$ cat config.mk
export PLATFORM = sky130hd
export DESIGN_NAME = cxb_crossbar
export DESIGN_NICKNAME = d
export VERILOG_FILES = /design/src/rtl/cxb_crossbar.v
export VERILOG_INCLUDE_DIRS = /design/src /design/src/rtl
export SDC_FILE = /design/constraint.sdc
export NUM_CORES = 1
export LEC_CHECK = 0
export ABC_CLOCK_PERIOD_IN_PS = 7500
export BUFFER_PORTS_ARGS = -buffer_cell sky130_fd_sc_hd__buf_2
export CORE_MARGIN = 2
export CORE_UTILIZATION = 40
export CTS_CLUSTER_SIZE = 30
export DETAILED_ROUTE_END_ITERATION = 8
export GPL_TIMING_DRIVEN = 0
export HOLD_SLACK_MARGIN = 0.15
export PLACE_DENSITY = 0.56
export SLEW_MARGIN = 20
export SYNTH_ARGS = -nofsm -noshare
export SYNTH_HDL_FRONTEND = slang
export SYNTH_SLANG_ARGS = --single-unit
$ cat constraint.sdc
create_clock -name i_mclk -period 7.5 [get_ports i_mclk]
set_clock_uncertainty 0.15 [all_clocks]
set_input_delay 1.5 -clock i_mclk [delete_from_list [all_inputs] [get_ports i_mclk]]
set_output_delay 1.5 -clock i_mclk [all_outputs]
set_load 0.01 [all_outputs]
$ cat src/rtl/cxb_defines.vh
`ifndef CXB_DEFINES_VH
`define CXB_DEFINES_VH
// ****************************************
// sizes
// ****************************************
`define CXB_CELLS 22
`define CXB_BANK 11
`define CXB_CFG_W 7
`define CXB_MODE_LSB 4
`define CXB_MODE_W 3
`define CXB_SEL_LSB 0
`define CXB_SEL_W 4
`define CXB_SIG_W 32
`define CXB_SIG_LSB 154
`define CXB_IMG_W 186
`define CXB_SUM_W 16
// ****************************************
// cell function codes
// ****************************************
`define CXB_FN_OUT 3'h0
`define CXB_FN_OUT_INV 3'h1
`define CXB_FN_LOW 3'h2
`define CXB_FN_HIGH 3'h3
`define CXB_FN_INPUT 3'h4
`define CXB_FN_OFF 3'h7
// ****************************************
// timing
// ****************************************
`define CXB_CLK_NS 10
`define CXB_ERASE_US 10_000
`define CXB_WRITE_US 10_000
`define CXB_ERASE_CYC ((`CXB_ERASE_US * 1000) / `CXB_CLK_NS)
`define CXB_WRITE_CYC ((`CXB_WRITE_US * 1000) / `CXB_CLK_NS)
`endif

$ cat src/rtl/cxb_crossbar.v
`timescale 1ns/1ps
`include "cxb_defines.vh"
module cxb_crossbar #(
  parameter ERASE_CYC = `CXB_ERASE_CYC,
  parameter WRITE_CYC = `CXB_WRITE_CYC
) (
  input wire i_mclk,
  input wire i_rst_n,
  input wire [`CXB_CELLS-1:0] i_pad_in,
  output reg [`CXB_CELLS-1:0] o_pad_out,
  output reg [`CXB_CELLS-1:0] o_pad_oe,
  input wire i_prog_mode,
  input wire i_prog_sclk,
  input wire i_prog_serial_in,
  output reg o_prog_serial_out,
  output reg o_prog_busy,
  output reg [`CXB_SIG_W-1:0] o_signature,
  output reg [`CXB_SUM_W-1:0] o_checksum
);
  // ****************************************
  // state codes
  // ****************************************
  localparam ST_IDLE = 2'h0;
  localparam ST_SHIFT = 2'h1;
  localparam ST_ERASE = 2'h2;
  localparam ST_WRITE = 2'h3;
  // ****************************************
  // pad synchronisers
  // ****************************************
  reg [`CXB_CELLS-1:0] pad_s1_reg;
  reg [`CXB_CELLS-1:0] pad_s2_reg;
  always @(posedge i_mclk or negedge i_rst_n)
  begin
    if (!i_rst_n)
    begin
      pad_s1_reg <= {`CXB_CELLS{1'b0}};
      pad_s2_reg <= {`CXB_CELLS{1'b0}};
    end
    else
    begin
      pad_s1_reg <= i_pad_in;
      pad_s2_reg <= pad_s1_reg;
    end
  end
  // ****************************************
  // programming pin synchronisers
  // ****************************************
  reg [2:0] prog_s1_reg;
  reg [2:0] prog_s2_reg;
  reg sclk_d_reg;
  always @(posedge i_mclk or negedge i_rst_n)
  begin
    if (!i_rst_n)
    begin
      prog_s1_reg <= 3'h0;
      prog_s2_reg <= 3'h0;
      sclk_d_reg <= 1'b0;
    end
    else
    begin
      prog_s1_reg <= {i_prog_mode, i_prog_sclk, i_prog_serial_in};
      prog_s2_reg <= prog_s1_reg;
      sclk_d_reg <= prog_s2_reg[1];
    end
  end
  wire mode_w = prog_s2_reg[2];
  wire sclk_rise_w = prog_s2_reg[1] & ~sclk_d_reg;
  // ****************************************
  // programming state machine
  // ****************************************
  reg [1:0] state_reg;
  reg [1:0] state_next;
  reg [19:0] cnt_reg;
  reg [`CXB_IMG_W-1:0] shift_reg;
  reg [`CXB_IMG_W-1:0] nv_reg;
  always @*
  begin
    state_next = state_reg;
    case (state_reg)
      ST_IDLE:
      begin
        if (mode_w)
          state_next = ST_SHIFT;
      end
      ST_SHIFT:
      begin
        if (!mode_w)
          state_next = ST_ERASE;
      end
      ST_ERASE:
      begin
        if (cnt_reg == ERASE_CYC[19:0] - 20'h0_0001)
          state_next = ST_WRITE;
      end
      ST_WRITE:
      begin
        if (cnt_reg == WRITE_CYC[19:0] - 20'h0_0001)
          state_next = ST_IDLE;
      end
      default:
        state_next = ST_IDLE;
    endcase
  end
  // ****************************************
  // state register, counter and shifter
  // ****************************************
  always @(posedge i_mclk or negedge i_rst_n)
  begin
    if (!i_rst_n)
    begin
      state_reg <= ST_IDLE;
      cnt_reg <= 20'h0_0000;
      shift_reg <= {`CXB_IMG_W{1'b1}};
      o_prog_serial_out <= 1'b0;
      o_prog_busy <= 1'b0;
    end
    else
    begin
      state_reg <= state_next;
      o_prog_busy <= (state_next != ST_IDLE);
      if (state_next != state_reg)
        cnt_reg <= 20'h0_0000;
      else if (state_reg == ST_ERASE || state_reg == ST_WRITE)
        cnt_reg <= cnt_reg + 20'h0_0001;
      if (state_reg == ST_IDLE && mode_w)
        shift_reg <= nv_reg;
      else if (state_reg == ST_SHIFT && sclk_rise_w)
        shift_reg <= {shift_reg[`CXB_IMG_W-2:0], prog_s2_reg[0]};
      o_prog_serial_out <= shift_reg[`CXB_IMG_W-1];
    end
  end
  // ****************************************
  // non-volatile image, not cleared by reset
  // ****************************************
  always @(posedge i_mclk)
  begin
    if (state_reg == ST_ERASE)
      nv_reg <= {`CXB_IMG_W{1'b1}};
    else if (state_reg == ST_WRITE && state_next == ST_IDLE)
      nv_reg <= shift_reg;
  end
  // ****************************************
  // checksum chain, seeded with the sum of the two signature halves
  // ****************************************
  wire [`CXB_SUM_W-1:0] sum_w [0:`CXB_CELLS];
  assign sum_w[0] = nv_reg[`CXB_SIG_LSB +: 16] + nv_reg[`CXB_SIG_LSB + 16 +: 16];
  // ****************************************
  // per-cell routing
  // ****************************************
  genvar c;
  generate
    for (c = 0; c < `CXB_CELLS; c = c + 1)
    begin : g_cell
      wire [`CXB_MODE_W-1:0] fn_w = nv_reg[c*`CXB_CFG_W + `CXB_MODE_LSB +: `CXB_MODE_W];
      wire [`CXB_SEL_W-1:0] sel_w = nv_reg[c*`CXB_CFG_W + `CXB_SEL_LSB +: `CXB_SEL_W];
      wire [`CXB_BANK-1:0] far_w;
      reg drv_w;
      reg en_w;
      if (c < `CXB_BANK)
        assign far_w = pad_s2_reg[`CXB_CELLS-1:`CXB_BANK];
      else
        assign far_w = pad_s2_reg[`CXB_BANK-1:0];
      wire src_w = (sel_w < `CXB_BANK) ? far_w[sel_w] : 1'b0;
      always @*
      begin
        drv_w = 1'b0;
        en_w = 1'b1;
        case (fn_w)
          `CXB_FN_OUT: drv_w = src_w;
          `CXB_FN_OUT_INV: drv_w = ~src_w;
          `CXB_FN_LOW: drv_w = 1'b0;
          `CXB_FN_HIGH: drv_w = 1'b1;
          `CXB_FN_INPUT: en_w = 1'b0;
          `CXB_FN_OFF: en_w = 1'b0;
          default: en_w = 1'b0;
        endcase
      end
      assign sum_w[c+1] = sum_w[c] + {9'h000, nv_reg[c*`CXB_CFG_W +: `CXB_CFG_W]};
      always @(posedge i_mclk or negedge i_rst_n)
      begin
        if (!i_rst_n)
        begin
          o_pad_out[c] <= 1'b0;
          o_pad_oe[c] <= 1'b0;
        end
        else
        begin
          o_pad_out[c] <= drv_w;
          o_pad_oe[c] <= en_w & (state_next == ST_IDLE);
        end
      end
    end
  endgenerate
  // ****************************************
  // signature and checksum outputs
  // ****************************************
  always @(posedge i_mclk or negedge i_rst_n)
  begin
    if (!i_rst_n)
    begin
      o_signature <= {`CXB_SIG_W{1'b0}};
      o_checksum <= {`CXB_SUM_W{1'b0}};
    end
    else
    begin
      o_signature <= nv_reg[`CXB_SIG_LSB +: `CXB_SIG_W];
      o_checksum <= sum_w[`CXB_CELLS];
    end
  end
endmodule // cxb_crossbar

==> impl_metrics.prom, run 1 <==
# TYPE chip_impl_metric gauge
chip_impl_info{name="status",value="complete, no violations"} 1
chip_impl_metric{name="drt_pre_antenna_iters",unit=""} 5
chip_impl_info{name="synthTopCellsByCount",value="sky130_fd_sc_hd__inv_1 (222), sky130_fd_sc_hd__mux2i_1 (208), sky130_fd_sc_hd__o21ai_0 (190)"} 1
chip_impl_metric{name="num_io_pins",unit=""} 121
chip_impl_metric{name="synthArstFlopShare",unit="%"} 65.5
chip_impl_metric{name="grt_max_degree",unit=""} 101
chip_impl_metric{name="cts.repair.resized",unit=""} 0
chip_impl_metric{name="postLayoutSetupSlackWorst",unit="ps"} 915
chip_impl_metric{name="vias",unit=""} 18411
chip_impl_info{name="ctsRootBufferMaster",value="sky130_fd_sc_hd__clkbuf_16"} 1
chip_impl_metric{name="fp.dieW",unit="microns"} 264
chip_impl_metric{name="hpwl",unit="microns"} 51900
chip_impl_info{name="dominantRegCellSynth",value="sky130_fd_sc_hd__dfxtp_1"} 1
chip_impl_info{name="cp-end-kind",value="register"} 1
chip_impl_info{name="endpoint_of_the_worst_setup_timing_path",value="o_checksum[15]"} 1
chip_impl_metric{name="grt-ovfl-total",unit=""} 0
chip_impl_metric{name="numClockSinks",unit=""} 539
chip_impl_metric{name="rows",unit=""} 95
chip_impl_metric{name="final.min_clock_period",unit="ps"} 6580
chip_impl_metric{name="critical_path_required",unit="ps"} 7840
chip_impl_metric{name="port_buffers",unit=""} 120
chip_impl_metric{name="final-instance-count-excl-fill",unit=""} 3382
chip_impl_metric{name="finalInstanceArea",unit="sq um"} 30800
chip_impl_metric{name="setup_violations",unit=""} 0
chip_impl_metric{name="reg2regPathDepth",unit=""} 20
chip_impl_metric{name="n_antenna_cell",unit=""} 0
chip_impl_metric{name="synth.cell_area",unit="sq um"} 27000
chip_impl_metric{name="route.antenna.remaining_nets",unit=""} 0
chip_impl_metric{name="groute.usage.overall",unit="%"} 21.0
chip_impl_info{name="yosys-top-cells-area",value="sky130_fd_sc_hd__dfstp_2 (18%), sky130_fd_sc_hd__dfrtp_1 (15%), sky130_fd_sc_hd__dfxtp_1 (14%)"} 1
chip_impl_metric{name="synth_seq_area_share",unit="%"} 47.3
chip_impl_metric{name="ctsHoldBuffers",unit=""} 0
chip_impl_metric{name="path_max_fanout",unit=""} 5
chip_impl_metric{name="place_ws",unit="ps"} 952
chip_impl_metric{name="htree_num_levels",unit=""} 2
chip_impl_info{name="netlist.top_cell.by_area",value="sky130_fd_sc_hd__dfstp_2"} 1
chip_impl_metric{name="worst-endpoint-arrival",unit="ps"} 6920
chip_impl_info{name="worstReg2RegEnd",value="o_checksum[15]"} 1
chip_impl_metric{name="placement.cell_area",unit="sq um"} 28800
chip_impl_metric{name="count_of_flip_flops_with_a_built_in_enable_after_synthesis",unit=""} 0
chip_impl_metric{name="route.detailed.drc",unit=""} 0
chip_impl_metric{name="register_to_register_setup_slack",unit="ps"} 920
chip_impl_info{name="crit-reg2reg-launch",value="nv_reg[31]"} 1
chip_impl_metric{name="area_growth_syn_to_layout",unit="%"} 14.1
chip_impl_info{name="class_of_the_most_critical_setup_path",value="register to register"} 1
chip_impl_metric{name="cts.clk_slew.worst_paths",unit="ps"} 60
chip_impl_info{name="critPathLaunchType",value="register"} 1
chip_impl_metric{name="grt_antenna_before_repair",unit=""} 2
chip_impl_metric{name="cts.path.max_buffers",unit=""} 3
chip_impl_metric{name="number_of_instances_in_the_placed_design",unit=""} 3270
chip_impl_metric{name="ys_seq_elements",unit=""} 539
chip_impl_metric{name="effective_utilization_at_floorplan",unit="%"} 40.3
chip_impl_metric{name="nets",unit=""} 2708
chip_impl_metric{name="post_synth_num_cell_types",unit=""} 46
chip_impl_metric{name="detail_route.vias_per_cell",unit=""} 5.44
chip_impl_metric{name="grt_first_pass_wirelength",unit="microns"} 114000
chip_impl_info{name="rsz0062_at_grt",value="false"} 1
chip_impl_metric{name="chipHeight",unit="microns"} 264
chip_impl_metric{name="synth_cells",unit=""} 2274
chip_impl_metric{name="postCtsSetupRepairBufs",unit=""} 0
chip_impl_metric{name="worst-slew-pin-transition",unit="ps"} 1110
chip_impl_info{name="tritoncts",value="done"} 1
chip_impl_metric{name="max_cap_violations",unit=""} 0
chip_impl_metric{name="synthDominantCellAreaShare",unit="%"} 18.1
chip_impl_metric{name="finalHoldViolations",unit=""} 0
chip_impl_metric{name="first_iter_violations",unit=""} 1355
chip_impl_metric{name="core-area",unit="sq um"} 67000
chip_impl_metric{name="design.die.area",unit="sq um"} 69600
chip_impl_metric{name="maxSlewViolCount",unit=""} 0
chip_impl_metric{name="drt_wl_total",unit="microns"} 72500
chip_impl_metric{name="timing.slew.headroom",unit="%"} 25.8
chip_impl_metric{name="globalplace.congestion",unit=""} 0.845
chip_impl_metric{name="wl_per_cell",unit="microns"} 21.4
chip_impl_metric{name="layout.filler_cells",unit=""} 6271
chip_impl_info{name="cp-startpoint",value="nv_reg[31]"} 1
chip_impl_metric{name="synth_nets",unit=""} 2524
chip_impl_metric{name="clock_latency",unit="ps"} 650
chip_impl_metric{name="grt_pass1_vias",unit=""} 19170
chip_impl_metric{name="synth.avg_cell_area",unit="sq um"} 11.9
chip_impl_metric{name="synthesis.yosys.warnings",unit=""} 0
chip_impl_metric{name="fmaxAchievable",unit="MHz"} 152
chip_impl_metric{name="post-route-period-util",unit="%"} 87.8
chip_impl_metric{name="final_layout_size_suffix_gt1_share",unit="%"} 20.2
chip_impl_info{name="yosys.cell_count.top_type",value="sky130_fd_sc_hd__inv_1"} 1
chip_impl_metric{name="cts_buffers",unit=""} 59
chip_impl_info{name="min_path_type",value="register to register"} 1
## metal layers
metal,share of wire [%],vias up,GRT usage [%]
met1,44,9443,28.9
met3,5.4,125,3.54
met5,0,-,0
met2,48,495,33.9
li1,-,8348,-
met4,2.9,0,6.62
## placed cells by master, fill, tap and decap left out, types with 32 or more instances in the layout
master and n:
sky130_fd_sc_hd__dfrtp_1 167, sky130_fd_sc_hd__clkbuf_16 59, sky130_fd_sc_hd__buf_2 136, sky130_fd_sc_hd__nand2_1 189, sky130_fd_sc_hd__mux4_2 44, sky130_fd_sc_hd__clkbuf_1 122
sky130_fd_sc_hd__nor2_1 68, sky130_fd_sc_hd__fa_1 151, sky130_fd_sc_hd__a221o_1 186, sky130_fd_sc_hd__dfstp_2 186, sky130_fd_sc_hd__inv_1 222, sky130_fd_sc_hd__dfxtp_1 186
sky130_fd_sc_hd__xnor2_1 42, sky130_fd_sc_hd__a21oi_1 32, sky130_fd_sc_hd__o21ai_0 190, sky130_fd_sc_hd__o211ai_1 45, sky130_fd_sc_hd__nand3b_1 32, sky130_fd_sc_hd__ha_1 72
sky130_fd_sc_hd__mux2i_1 208
## worst max-delay path: stages (launching register included)
cell	delay [ps]
sky130_fd_sc_hd__dfxtp_1	460
sky130_fd_sc_hd__inv_1	130
sky130_fd_sc_hd__fa_1	530
sky130_fd_sc_hd__inv_1	70
sky130_fd_sc_hd__fa_1	480
sky130_fd_sc_hd__fa_1	550
sky130_fd_sc_hd__fa_1	570
sky130_fd_sc_hd__fa_1	560
sky130_fd_sc_hd__fa_1	550
sky130_fd_sc_hd__inv_1	60
sky130_fd_sc_hd__fa_1	460
sky130_fd_sc_hd__inv_1	60
sky130_fd_sc_hd__ha_1	160
sky130_fd_sc_hd__inv_1	50
sky130_fd_sc_hd__fa_1	400
sky130_fd_sc_hd__nor2b_1	160
sky130_fd_sc_hd__o31a_1	200
sky130_fd_sc_hd__o22ai_1	140
sky130_fd_sc_hd__o21ai_0	320
sky130_fd_sc_hd__a31oi_1	210
sky130_fd_sc_hd__xnor2_1	170
## stage by stage
stage / hold WS (ps) / utilization [%] / setup TNS, ps
2_1_floorplan: 181 / - / 0
3_3_place_gp: 189 / 42.8 / -370790
3_5_place_dp: 186 / 43.0 / 0
4_1_cts: 196 / 46.0 / 0
5_1_grt: 202 / 46.0 / 0
6_report: 193 / 46.0 / 0
## cells by family (layout without fill, tap and decap cells)
| group | Yosys count | in the layout | synth area share, % |
|---|---|---|---|
| flops | 539 | 539 | 47.3 |
| compound gates | 470 | 470 | 12.7 |
| buf+inv | 385 | 620 | 6.33 |
| simple gates | 346 | 346 | 5.77 |
| mux | 253 | 253 | 11.4 |
| fa+ha+maj | 223 | 223 | 14.5 |
| xor+xnor | 58 | 58 | 1.88 |
## worst min-delay path by stage
stage / end / slack, ps / startpoint / cells after the start
after global routing: pad_s2_reg[17] / 200 / pad_s1_reg[17] / 0
final: pad_s2_reg[13] / 190 / pad_s1_reg[13] / 0
after detailed placement: pad_s2_reg[18] / 190 / pad_s1_reg[18] / 0
after CTS: pad_s2_reg[18] / 200 / pad_s1_reg[18] / 0
after global placement: pad_s2_reg[12] / 190 / pad_s1_reg[12] / 0
after floorplan: pad_s2_reg[0] / 180 / pad_s1_reg[0] / 0
## final cells by class
cell class              instances  area [sq um]  area share, %
flip-flops and latches        539         12800           41.5
multi-input cells            1350         12500           40.6
clock buffers                  86          1670           5.41
well taps                     873          1090           3.55
plain buffers                 163           877           2.85
inverters                     222           833           2.70
repair buffers                123           693           2.25
clock inverters                26           343           1.11
Power of run 1 is left out: the tool's default activity adds up to more than one toggle a clock period on the data nets, which glitch-free logic cannot reach.
==> run 2, diff against run 1 <==
--- a/config.mk
+++ b/config.mk
@@ -7,14 +7,14 @@
 export NUM_CORES = 1
 export LEC_CHECK = 0
 export ABC_CLOCK_PERIOD_IN_PS = 7500
-export BUFFER_PORTS_ARGS = -buffer_cell sky130_fd_sc_hd__buf_2
 export CORE_MARGIN = 2
 export CORE_UTILIZATION = 40
 export CTS_CLUSTER_SIZE = 30
 export DETAILED_ROUTE_END_ITERATION = 8
+export DONT_BUFFER_PORTS = 1
 export GPL_TIMING_DRIVEN = 0
 export HOLD_SLACK_MARGIN = 0.15
-export PLACE_DENSITY = 0.56
+export PLACE_DENSITY = 0.54
 export SLEW_MARGIN = 20
 export SYNTH_ARGS = -nofsm -noshare
 export SYNTH_HDL_FRONTEND = slang
==> run 2 against run 1 <==
Net effect: the flow now finishes with violations (max-slew violations); wire length is 0.50% higher; count of clock-buffer cells in the layout shrank 7; via count down 2.5%; flip-flop and latch count unchanged; hold slack gained 3.1 ps; worst setup slack worse by 24 ps; sequential share of layout area increased by 0.88 points; critical endpoint unchanged.
==> impl_metrics.prom, run 2 (synthesis gave the netlist of run 1 again) <==
# TYPE chip_impl_metric gauge
chip_impl_info{name="status",value="finished, violations left"} 1
chip_impl_info{name="violations",value="max-slew violations"} 1
chip_impl_metric{name="num_io_pins",unit=""} 121
chip_impl_metric{name="first_iter_violations",unit=""} 1407
chip_impl_info{name="layout_commonest_cell",value="sky130_fd_sc_hd__inv_1"} 1
chip_impl_metric{name="highest_cell_delay_on_the_worst_timing_path",unit="ps"} 550
chip_impl_metric{name="drt_pre_antenna_iters",unit=""} 5
chip_impl_metric{name="n_antenna_cell",unit=""} 0
chip_impl_metric{name="drt_wl_total",unit="microns"} 72900
chip_impl_metric{name="rows",unit=""} 95
chip_impl_info{name="most_used_cells_in_the_layout_excluding_fill_and_tap_cells",value="sky130_fd_sc_hd__inv_1 (222), sky130_fd_sc_hd__mux2i_1 (208), sky130_fd_sc_hd__o21ai_0 (190)"} 1
chip_impl_metric{name="clock_latency",unit="ps"} 610
chip_impl_metric{name="grt-ovfl-total",unit=""} 0
chip_impl_metric{name="globalplace.congestion",unit=""} 0.848
chip_impl_metric{name="core-area",unit="sq um"} 67000
chip_impl_metric{name="final.min_clock_period",unit="ps"} 6610
chip_impl_metric{name="setup_tns",unit="ps"} 0
chip_impl_metric{name="layout.filler_cells",unit=""} 6141
chip_impl_metric{name="cts.path.max_buffers",unit=""} 3
chip_impl_metric{name="wl_per_cell",unit="microns"} 22.4
chip_impl_metric{name="route.detailed.drc",unit=""} 0
chip_impl_metric{name="detail_route.vias_per_cell",unit=""} 5.51
chip_impl_metric{name="htree_num_levels",unit=""} 2
chip_impl_metric{name="maxSlewViolCount",unit=""} 199
chip_impl_metric{name="area_growth_syn_to_layout",unit="%"} 11.7
chip_impl_metric{name="grt_first_pass_wirelength",unit="microns"} 114000
chip_impl_metric{name="cts_buffers",unit=""} 57
chip_impl_metric{name="timing.slew.headroom",unit="%"} -40.6
chip_impl_info{name="worstPathCellList",value="inv_1 -> fa_1 -> inv_1 -> fa_1 -> fa_1 -> fa_1 -> fa_1 -> fa_1 -> inv_1 -> fa_1 -> inv_1 -> ha_1 -> inv_1 -> fa_1 -> nor2b_1 -> o31a_1 -> o22ai_1 -> o21ai_0 -> a31oi_1 -> xnor2_1"} 1
chip_impl_metric{name="grt_pass1_vias",unit=""} 18707
chip_impl_info{name="timing.critical_path.slowest_stage_cell",value="sky130_fd_sc_hd__fa_1"} 1
chip_impl_metric{name="fp.dieW",unit="microns"} 264
chip_impl_metric{name="max_cap_violations",unit=""} 0
chip_impl_metric{name="fmaxAchievable",unit="MHz"} 151
chip_impl_metric{name="groute.usage.overall",unit="%"} 21.1
chip_impl_metric{name="worst-slew-pin-transition",unit="ps"} 2110
chip_impl_metric{name="chipHeight",unit="microns"} 264
chip_impl_metric{name="grt_antenna_before_repair",unit=""} 1
chip_impl_info{name="min_path_type",value="register to register"} 1
chip_impl_metric{name="grt_max_degree",unit=""} 354
chip_impl_metric{name="finalHoldViolations",unit=""} 0
chip_impl_metric{name="route.antenna.remaining_nets",unit=""} 0
chip_impl_metric{name="worst-endpoint-arrival",unit="ps"} 6940
chip_impl_metric{name="hpwl",unit="microns"} 51200
chip_impl_info{name="ctsRootBufferMaster",value="sky130_fd_sc_hd__clkbuf_16"} 1
chip_impl_info{name="rsz0062_at_grt",value="false"} 1
chip_impl_info{name="class_of_the_most_critical_setup_path",value="register to register"} 1
chip_impl_metric{name="nets",unit=""} 2583
chip_impl_metric{name="postCtsSetupRepairBufs",unit=""} 0
chip_impl_metric{name="cts.clk_slew.worst_paths",unit="ps"} 60
chip_impl_metric{name="effective_utilization_at_floorplan",unit="%"} 40.3
chip_impl_metric{name="critical_path_required",unit="ps"} 7830
chip_impl_metric{name="post-route-period-util",unit="%"} 88.1
chip_impl_metric{name="number_of_instances_in_the_placed_design",unit=""} 3147
chip_impl_metric{name="design.die.area",unit="sq um"} 69600
chip_impl_metric{name="path_max_fanout",unit=""} 5
chip_impl_metric{name="final_layout_size_suffix_gt1_share",unit="%"} 16.5
chip_impl_info{name="cp-end-kind",value="register"} 1
chip_impl_metric{name="final-instance-count-excl-fill",unit=""} 3255
chip_impl_info{name="tritoncts",value="done"} 1
chip_impl_info{name="critPathLaunchType",value="register"} 1
chip_impl_info{name="timing.critical_path.mode_cell",value="sky130_fd_sc_hd__fa_1"} 1
chip_impl_metric{name="numClockSinks",unit=""} 539
chip_impl_metric{name="cts.repair.resized",unit=""} 0
chip_impl_metric{name="port_buffers",unit=""} 0
chip_impl_metric{name="setup_violations",unit=""} 0
chip_impl_metric{name="vias",unit=""} 17950
chip_impl_metric{name="ctsHoldBuffers",unit=""} 0
run 2: cell types whose count changed in the layout (fill, tap and decap cells not counted), moves of 2 or more:
cell                         before  now
sky130_fd_sc_hd__clkbuf_8         9   11
sky130_fd_sc_hd__buf_16           3    0
sky130_fd_sc_hd__clkinv_8         2    0
sky130_fd_sc_hd__clkinvlp_4       2    5
sky130_fd_sc_hd__bufinv_16        6    9
sky130_fd_sc_hd__clkbuf_1       122  112
sky130_fd_sc_hd__buf_2          136   17
sky130_fd_sc_hd__clkinv_4         3    1
run 2: worst max-delay path: cells and delay by family, from the launching register on:
kind	cells	cell delay [ps]
AO/OA/AOI/OAI	4	870
XOR/XNOR	1	190
adder cells (fa/ha/maj)	9	4240
buffers and inverters	5	380
flip-flops	1	460
AND/OR/NAND/NOR	1	180
run 2: layout make-up:
class                           count  area, sq um  area share (%)
Sequential cell                   539        12800            42.4
Multi-Input combinational cell   1350        12500            41.5
Clock buffer                       79         1660            5.51
Tap cell                          873         1090            3.62
Buffer                            163          878            2.91
Inverter                          222          833            2.76
Clock inverter                     29          404            1.34
run 2: metrics by stage:
step                      util [%]  cell area (sq um)  hold slack [ps]  setup WS (ps)
final                         45.0              30200              196            892
after global routing          45.0              30200              203            601
after CTS                     45.0              30200              196            928
after detailed placement      41.9              28100              185            945
after global placement        41.9              28100              186            969
after floorplan                  -              27000              181           1580
run 2: metal layers:
metal | vias up | GRT usage (%) | routed length [microns] | part of all wire, %
met1 | 9235 | 29.0 | 32200 | 44
met2 | 518 | 34.1 | 34600 | 48
met5 | - | 0 | 0 | 0
met3 | 122 | 3.26 | 3870 | 5.3
met4 | 0 | 6.93 | 2190 | 3.0
li1 | 8075 | - | - | -
run 2: path summary, 6_finish.rpt:
kind	depth (start not counted)	endpoint	slack [ps]	startpoint
max	20	o_checksum[15]	890	nv_reg[31]
min	0	pad_s2_reg[18]	200	pad_s1_reg[18]
max reg2reg	20	o_checksum[15]	890	nv_reg[31]
min reg2reg	0	pad_s2_reg[18]	200	pad_s1_reg[18]
max in group asynchronous	0	o_pad_oe[10]	5090	i_rst_n
min in group asynchronous	0	o_pad_out[11]	510	i_rst_n
Power of run 2 is left out for the same reason.
==> run 3, diff against run 2 <==
--- a/config.mk
+++ b/config.mk
@@ -7,14 +7,16 @@
 export NUM_CORES = 1
 export LEC_CHECK = 0
 export ABC_CLOCK_PERIOD_IN_PS = 7500
+export CELL_PAD_IN_SITES_DETAIL_PLACEMENT = 1
+export CELL_PAD_IN_SITES_GLOBAL_PLACEMENT = 1
 export CORE_MARGIN = 2
 export CORE_UTILIZATION = 40
-export CTS_CLUSTER_SIZE = 30
+export CTS_CLUSTER_SIZE = 14
 export DETAILED_ROUTE_END_ITERATION = 8
 export DONT_BUFFER_PORTS = 1
 export GPL_TIMING_DRIVEN = 0
 export HOLD_SLACK_MARGIN = 0.15
-export PLACE_DENSITY = 0.54
+export PLACE_DENSITY = 0.64
 export SLEW_MARGIN = 20
 export SYNTH_ARGS = -nofsm -noshare
 export SYNTH_HDL_FRONTEND = slang
==> run 3 against run 2 <==
Net effect: the flow now finishes without violations; critical path depth stayed put; non-clock buffer count unchanged; flip-flop and latch count is the same; count of clock-buffer cells in the layout grew 13; critical endpoint unchanged; worst setup slack better by 19 ps.
==> impl_metrics.prom, run 3 (synthesis gave the netlist of run 1 again) <==
# TYPE chip_impl_metric gauge
chip_impl_info{name="status",value="complete, no violations"} 1
chip_impl_metric{name="pwr_total",unit="uW"} 17100
chip_impl_metric{name="groute.usage.overall",unit="%"} 22.2
chip_impl_metric{name="max_cap_violations",unit=""} 0
chip_impl_metric{name="cts.repair.resized",unit=""} 0
chip_impl_metric{name="grt_antenna_before_repair",unit=""} 1
chip_impl_info{name="layout_commonest_cell",value="sky130_fd_sc_hd__inv_1"} 1
chip_impl_info{name="most_used_cells_in_the_layout_excluding_fill_and_tap_cells",value="sky130_fd_sc_hd__inv_1 (222), sky130_fd_sc_hd__mux2i_1 (208), sky130_fd_sc_hd__o21ai_0 (190)"} 1
chip_impl_metric{name="grt_first_pass_wirelength",unit="microns"} 120000
chip_impl_metric{name="area_growth_syn_to_layout",unit="%"} 11.4
chip_impl_metric{name="hpwl",unit="microns"} 54300
chip_impl_metric{name="cts.clk_slew.worst_paths",unit="ps"} 60
chip_impl_metric{name="ctsHoldBuffers",unit=""} 0
chip_impl_metric{name="wl_per_cell",unit="microns"} 23.3
chip_impl_metric{name="chipHeight",unit="microns"} 264
chip_impl_metric{name="drt_wl_total",unit="microns"} 76100
chip_impl_metric{name="grt_pass1_vias",unit=""} 19800
chip_impl_metric{name="timing.slew.headroom",unit="%"} 31.6
chip_impl_metric{name="power.combinational.fraction",unit="%"} 57.5
chip_impl_metric{name="final.min_clock_period",unit="ps"} 6590
chip_impl_info{name="tritoncts",value="done"} 1
chip_impl_metric{name="rows",unit=""} 95
chip_impl_metric{name="finalHoldViolations",unit=""} 0
chip_impl_metric{name="numClockSinks",unit=""} 539
chip_impl_metric{name="vias",unit=""} 18098
chip_impl_metric{name="internal_power",unit="uW"} 9680
chip_impl_metric{name="post-route-period-util",unit="%"} 87.9
chip_impl_metric{name="cts_buffers",unit=""} 59
chip_impl_metric{name="path_max_fanout",unit=""} 5
chip_impl_metric{name="layout.filler_cells",unit=""} 7201
chip_impl_metric{name="final_layout_size_suffix_gt1_share",unit="%"} 16.1
chip_impl_metric{name="core-area",unit="sq um"} 67000
chip_impl_info{name="rsz0062_at_grt",value="false"} 1
chip_impl_metric{name="htree_num_levels",unit=""} 2
chip_impl_info{name="ctsRootBufferMaster",value="sky130_fd_sc_hd__clkbuf_16"} 1
chip_impl_metric{name="num_io_pins",unit=""} 121
chip_impl_metric{name="fp.dieW",unit="microns"} 264
chip_impl_metric{name="maxSlewViolCount",unit=""} 0
chip_impl_metric{name="setup_tns",unit="ps"} 0
chip_impl_metric{name="port_buffers",unit=""} 0
chip_impl_metric{name="detail_route.vias_per_cell",unit=""} 5.55
chip_impl_info{name="min_path_type",value="register to register"} 1
chip_impl_metric{name="route.detailed.drc",unit=""} 0
chip_impl_metric{name="cts.path.max_buffers",unit=""} 3
chip_impl_metric{name="setup_violations",unit=""} 0
chip_impl_metric{name="finalInstanceArea",unit="sq um"} 30100
chip_impl_metric{name="first_iter_violations",unit=""} 1128
chip_impl_metric{name="power.sequential.fraction",unit="%"} 25.0
chip_impl_metric{name="route.antenna.remaining_nets",unit=""} 0
chip_impl_metric{name="critical_path_required",unit="ps"} 7840
chip_impl_metric{name="n_antenna_cell",unit=""} 0
chip_impl_info{name="cp-end-kind",value="register"} 1
chip_impl_metric{name="clock_latency",unit="ps"} 630
chip_impl_metric{name="share_clk_of_total_power",unit="%"} 17.4
chip_impl_metric{name="effective_utilization_at_floorplan",unit="%"} 40.3
chip_impl_metric{name="switchingPower",unit="uW"} 7410
chip_impl_metric{name="worst-endpoint-arrival",unit="ps"} 6930
chip_impl_metric{name="power.density_cell_area",unit="nW/um^2"} 568
chip_impl_metric{name="switching_share",unit="%"} 43.4
chip_impl_metric{name="grt_max_degree",unit=""} 354
chip_impl_info{name="class_of_the_most_critical_setup_path",value="register to register"} 1
chip_impl_metric{name="globalplace.congestion",unit=""} 0.830
chip_impl_metric{name="design.die.area",unit="sq um"} 69600
chip_impl_metric{name="worst_hold_slack_across_all_endpoints",unit="ps"} 196
chip_impl_metric{name="placement.cell_area",unit="sq um"} 28100
chip_impl_metric{name="nets",unit=""} 2585
chip_impl_metric{name="worst-slew-pin-transition",unit="ps"} 1030
chip_impl_metric{name="grt-ovfl-total",unit=""} 0
chip_impl_metric{name="power.leakage",unit="uW"} 0.0121
chip_impl_metric{name="postCtsSetupRepairBufs",unit=""} 0
chip_impl_metric{name="vdd_ir_drop_max",unit="mV"} 1.25
chip_impl_metric{name="fmaxAchievable",unit="MHz"} 152
chip_impl_metric{name="drt_pre_antenna_iters",unit=""} 5
chip_impl_info{name="critPathLaunchType",value="register"} 1
==> run 3: cell types whose count changed in the layout (fill, tap and decap cells not counted), moves of 2 or more <==
cell	change
sky130_fd_sc_hd__clkbuf_1	+11
sky130_fd_sc_hd__clkinvlp_4	-3
sky130_fd_sc_hd__bufinv_16	-4
sky130_fd_sc_hd__clkbuf_16	+2
sky130_fd_sc_hd__clkinv_1	+2
sky130_fd_sc_hd__clkinv_2	-2
==> run 3: path summary, 6_finish.rpt <==
check / from / endpoint / slack, ps / depth (start not counted)
worst max-delay path: nv_reg[31] / o_checksum[15] / 910 / 20
worst min-delay path: pad_s1_reg[17] / pad_s2_reg[17] / 200 / 0
worst max register to register: nv_reg[31] / o_checksum[15] / 910 / 20
worst min register to register: pad_s1_reg[17] / pad_s2_reg[17] / 200 / 0
max in group asynchronous: i_rst_n / o_signature[11] / 6060 / 0
min in group asynchronous: i_rst_n / pad_s2_reg[21] / 520 / 0
==> run 3: area by class of cell <==
class | instances | area (sq um) | share of cell area, %
multi-input cells | 1350 | 12500 | 41.6
inverters | 222 | 833 | 2.77
clock inverters | 20 | 249 | 0.827
well taps | 873 | 1090 | 3.63
clock buffers | 92 | 1740 | 5.79
plain buffers | 163 | 880 | 2.92
flip-flops and latches | 539 | 12800 | 42.5
==> run 3: critical path, stage by stage (launching register included) <==
cell and delay, ps:
sky130_fd_sc_hd__dfxtp_1 450, sky130_fd_sc_hd__inv_1 130, sky130_fd_sc_hd__fa_1 520, sky130_fd_sc_hd__inv_1 70
sky130_fd_sc_hd__fa_1 490, sky130_fd_sc_hd__fa_1 550, sky130_fd_sc_hd__fa_1 570, sky130_fd_sc_hd__fa_1 550
sky130_fd_sc_hd__fa_1 560, sky130_fd_sc_hd__inv_1 60, sky130_fd_sc_hd__fa_1 460, sky130_fd_sc_hd__inv_1 60
sky130_fd_sc_hd__ha_1 160, sky130_fd_sc_hd__inv_1 50, sky130_fd_sc_hd__fa_1 400, sky130_fd_sc_hd__nor2b_1 170
sky130_fd_sc_hd__o31a_1 200, sky130_fd_sc_hd__o22ai_1 140, sky130_fd_sc_hd__o21ai_0 310, sky130_fd_sc_hd__a31oi_1 230
sky130_fd_sc_hd__xnor2_1 180
==> run 3: power groups by stage <==
stage                     clock, uW  sequential, uW  combinational, uW
after floorplan                   0            4110               6980
after global placement            0            4290               9940
after detailed placement          0            4320              10100
after CTS                      3050            4270              10100
after global routing           3160            4340              11300
final                          2980            4280               9830
==> run 3: routing by layer <==
layer / track usage [%] / up-vias / wire [microns]
met5: 0 / - / 0
met4: 8.55 / 0 / 2770
met3: 2.94 / 136 / 2960
met2: 36.4 / 405 / 36400
met1: 30.1 / 9480 / 34000
li1: - / 8077 / -
==> run 3: metrics by stage <==
step                      utilization [%]  worst slack (ps)  cells
after floorplan                         -              1580   2274
after global routing                 44.9               541   3259
after global placement               41.9               996   3147
after CTS                            44.9               907   3259
after detailed placement             41.9               899   3147
final                                44.9               910   3259
Note: power is estimated with default switching activity, not from simulation.
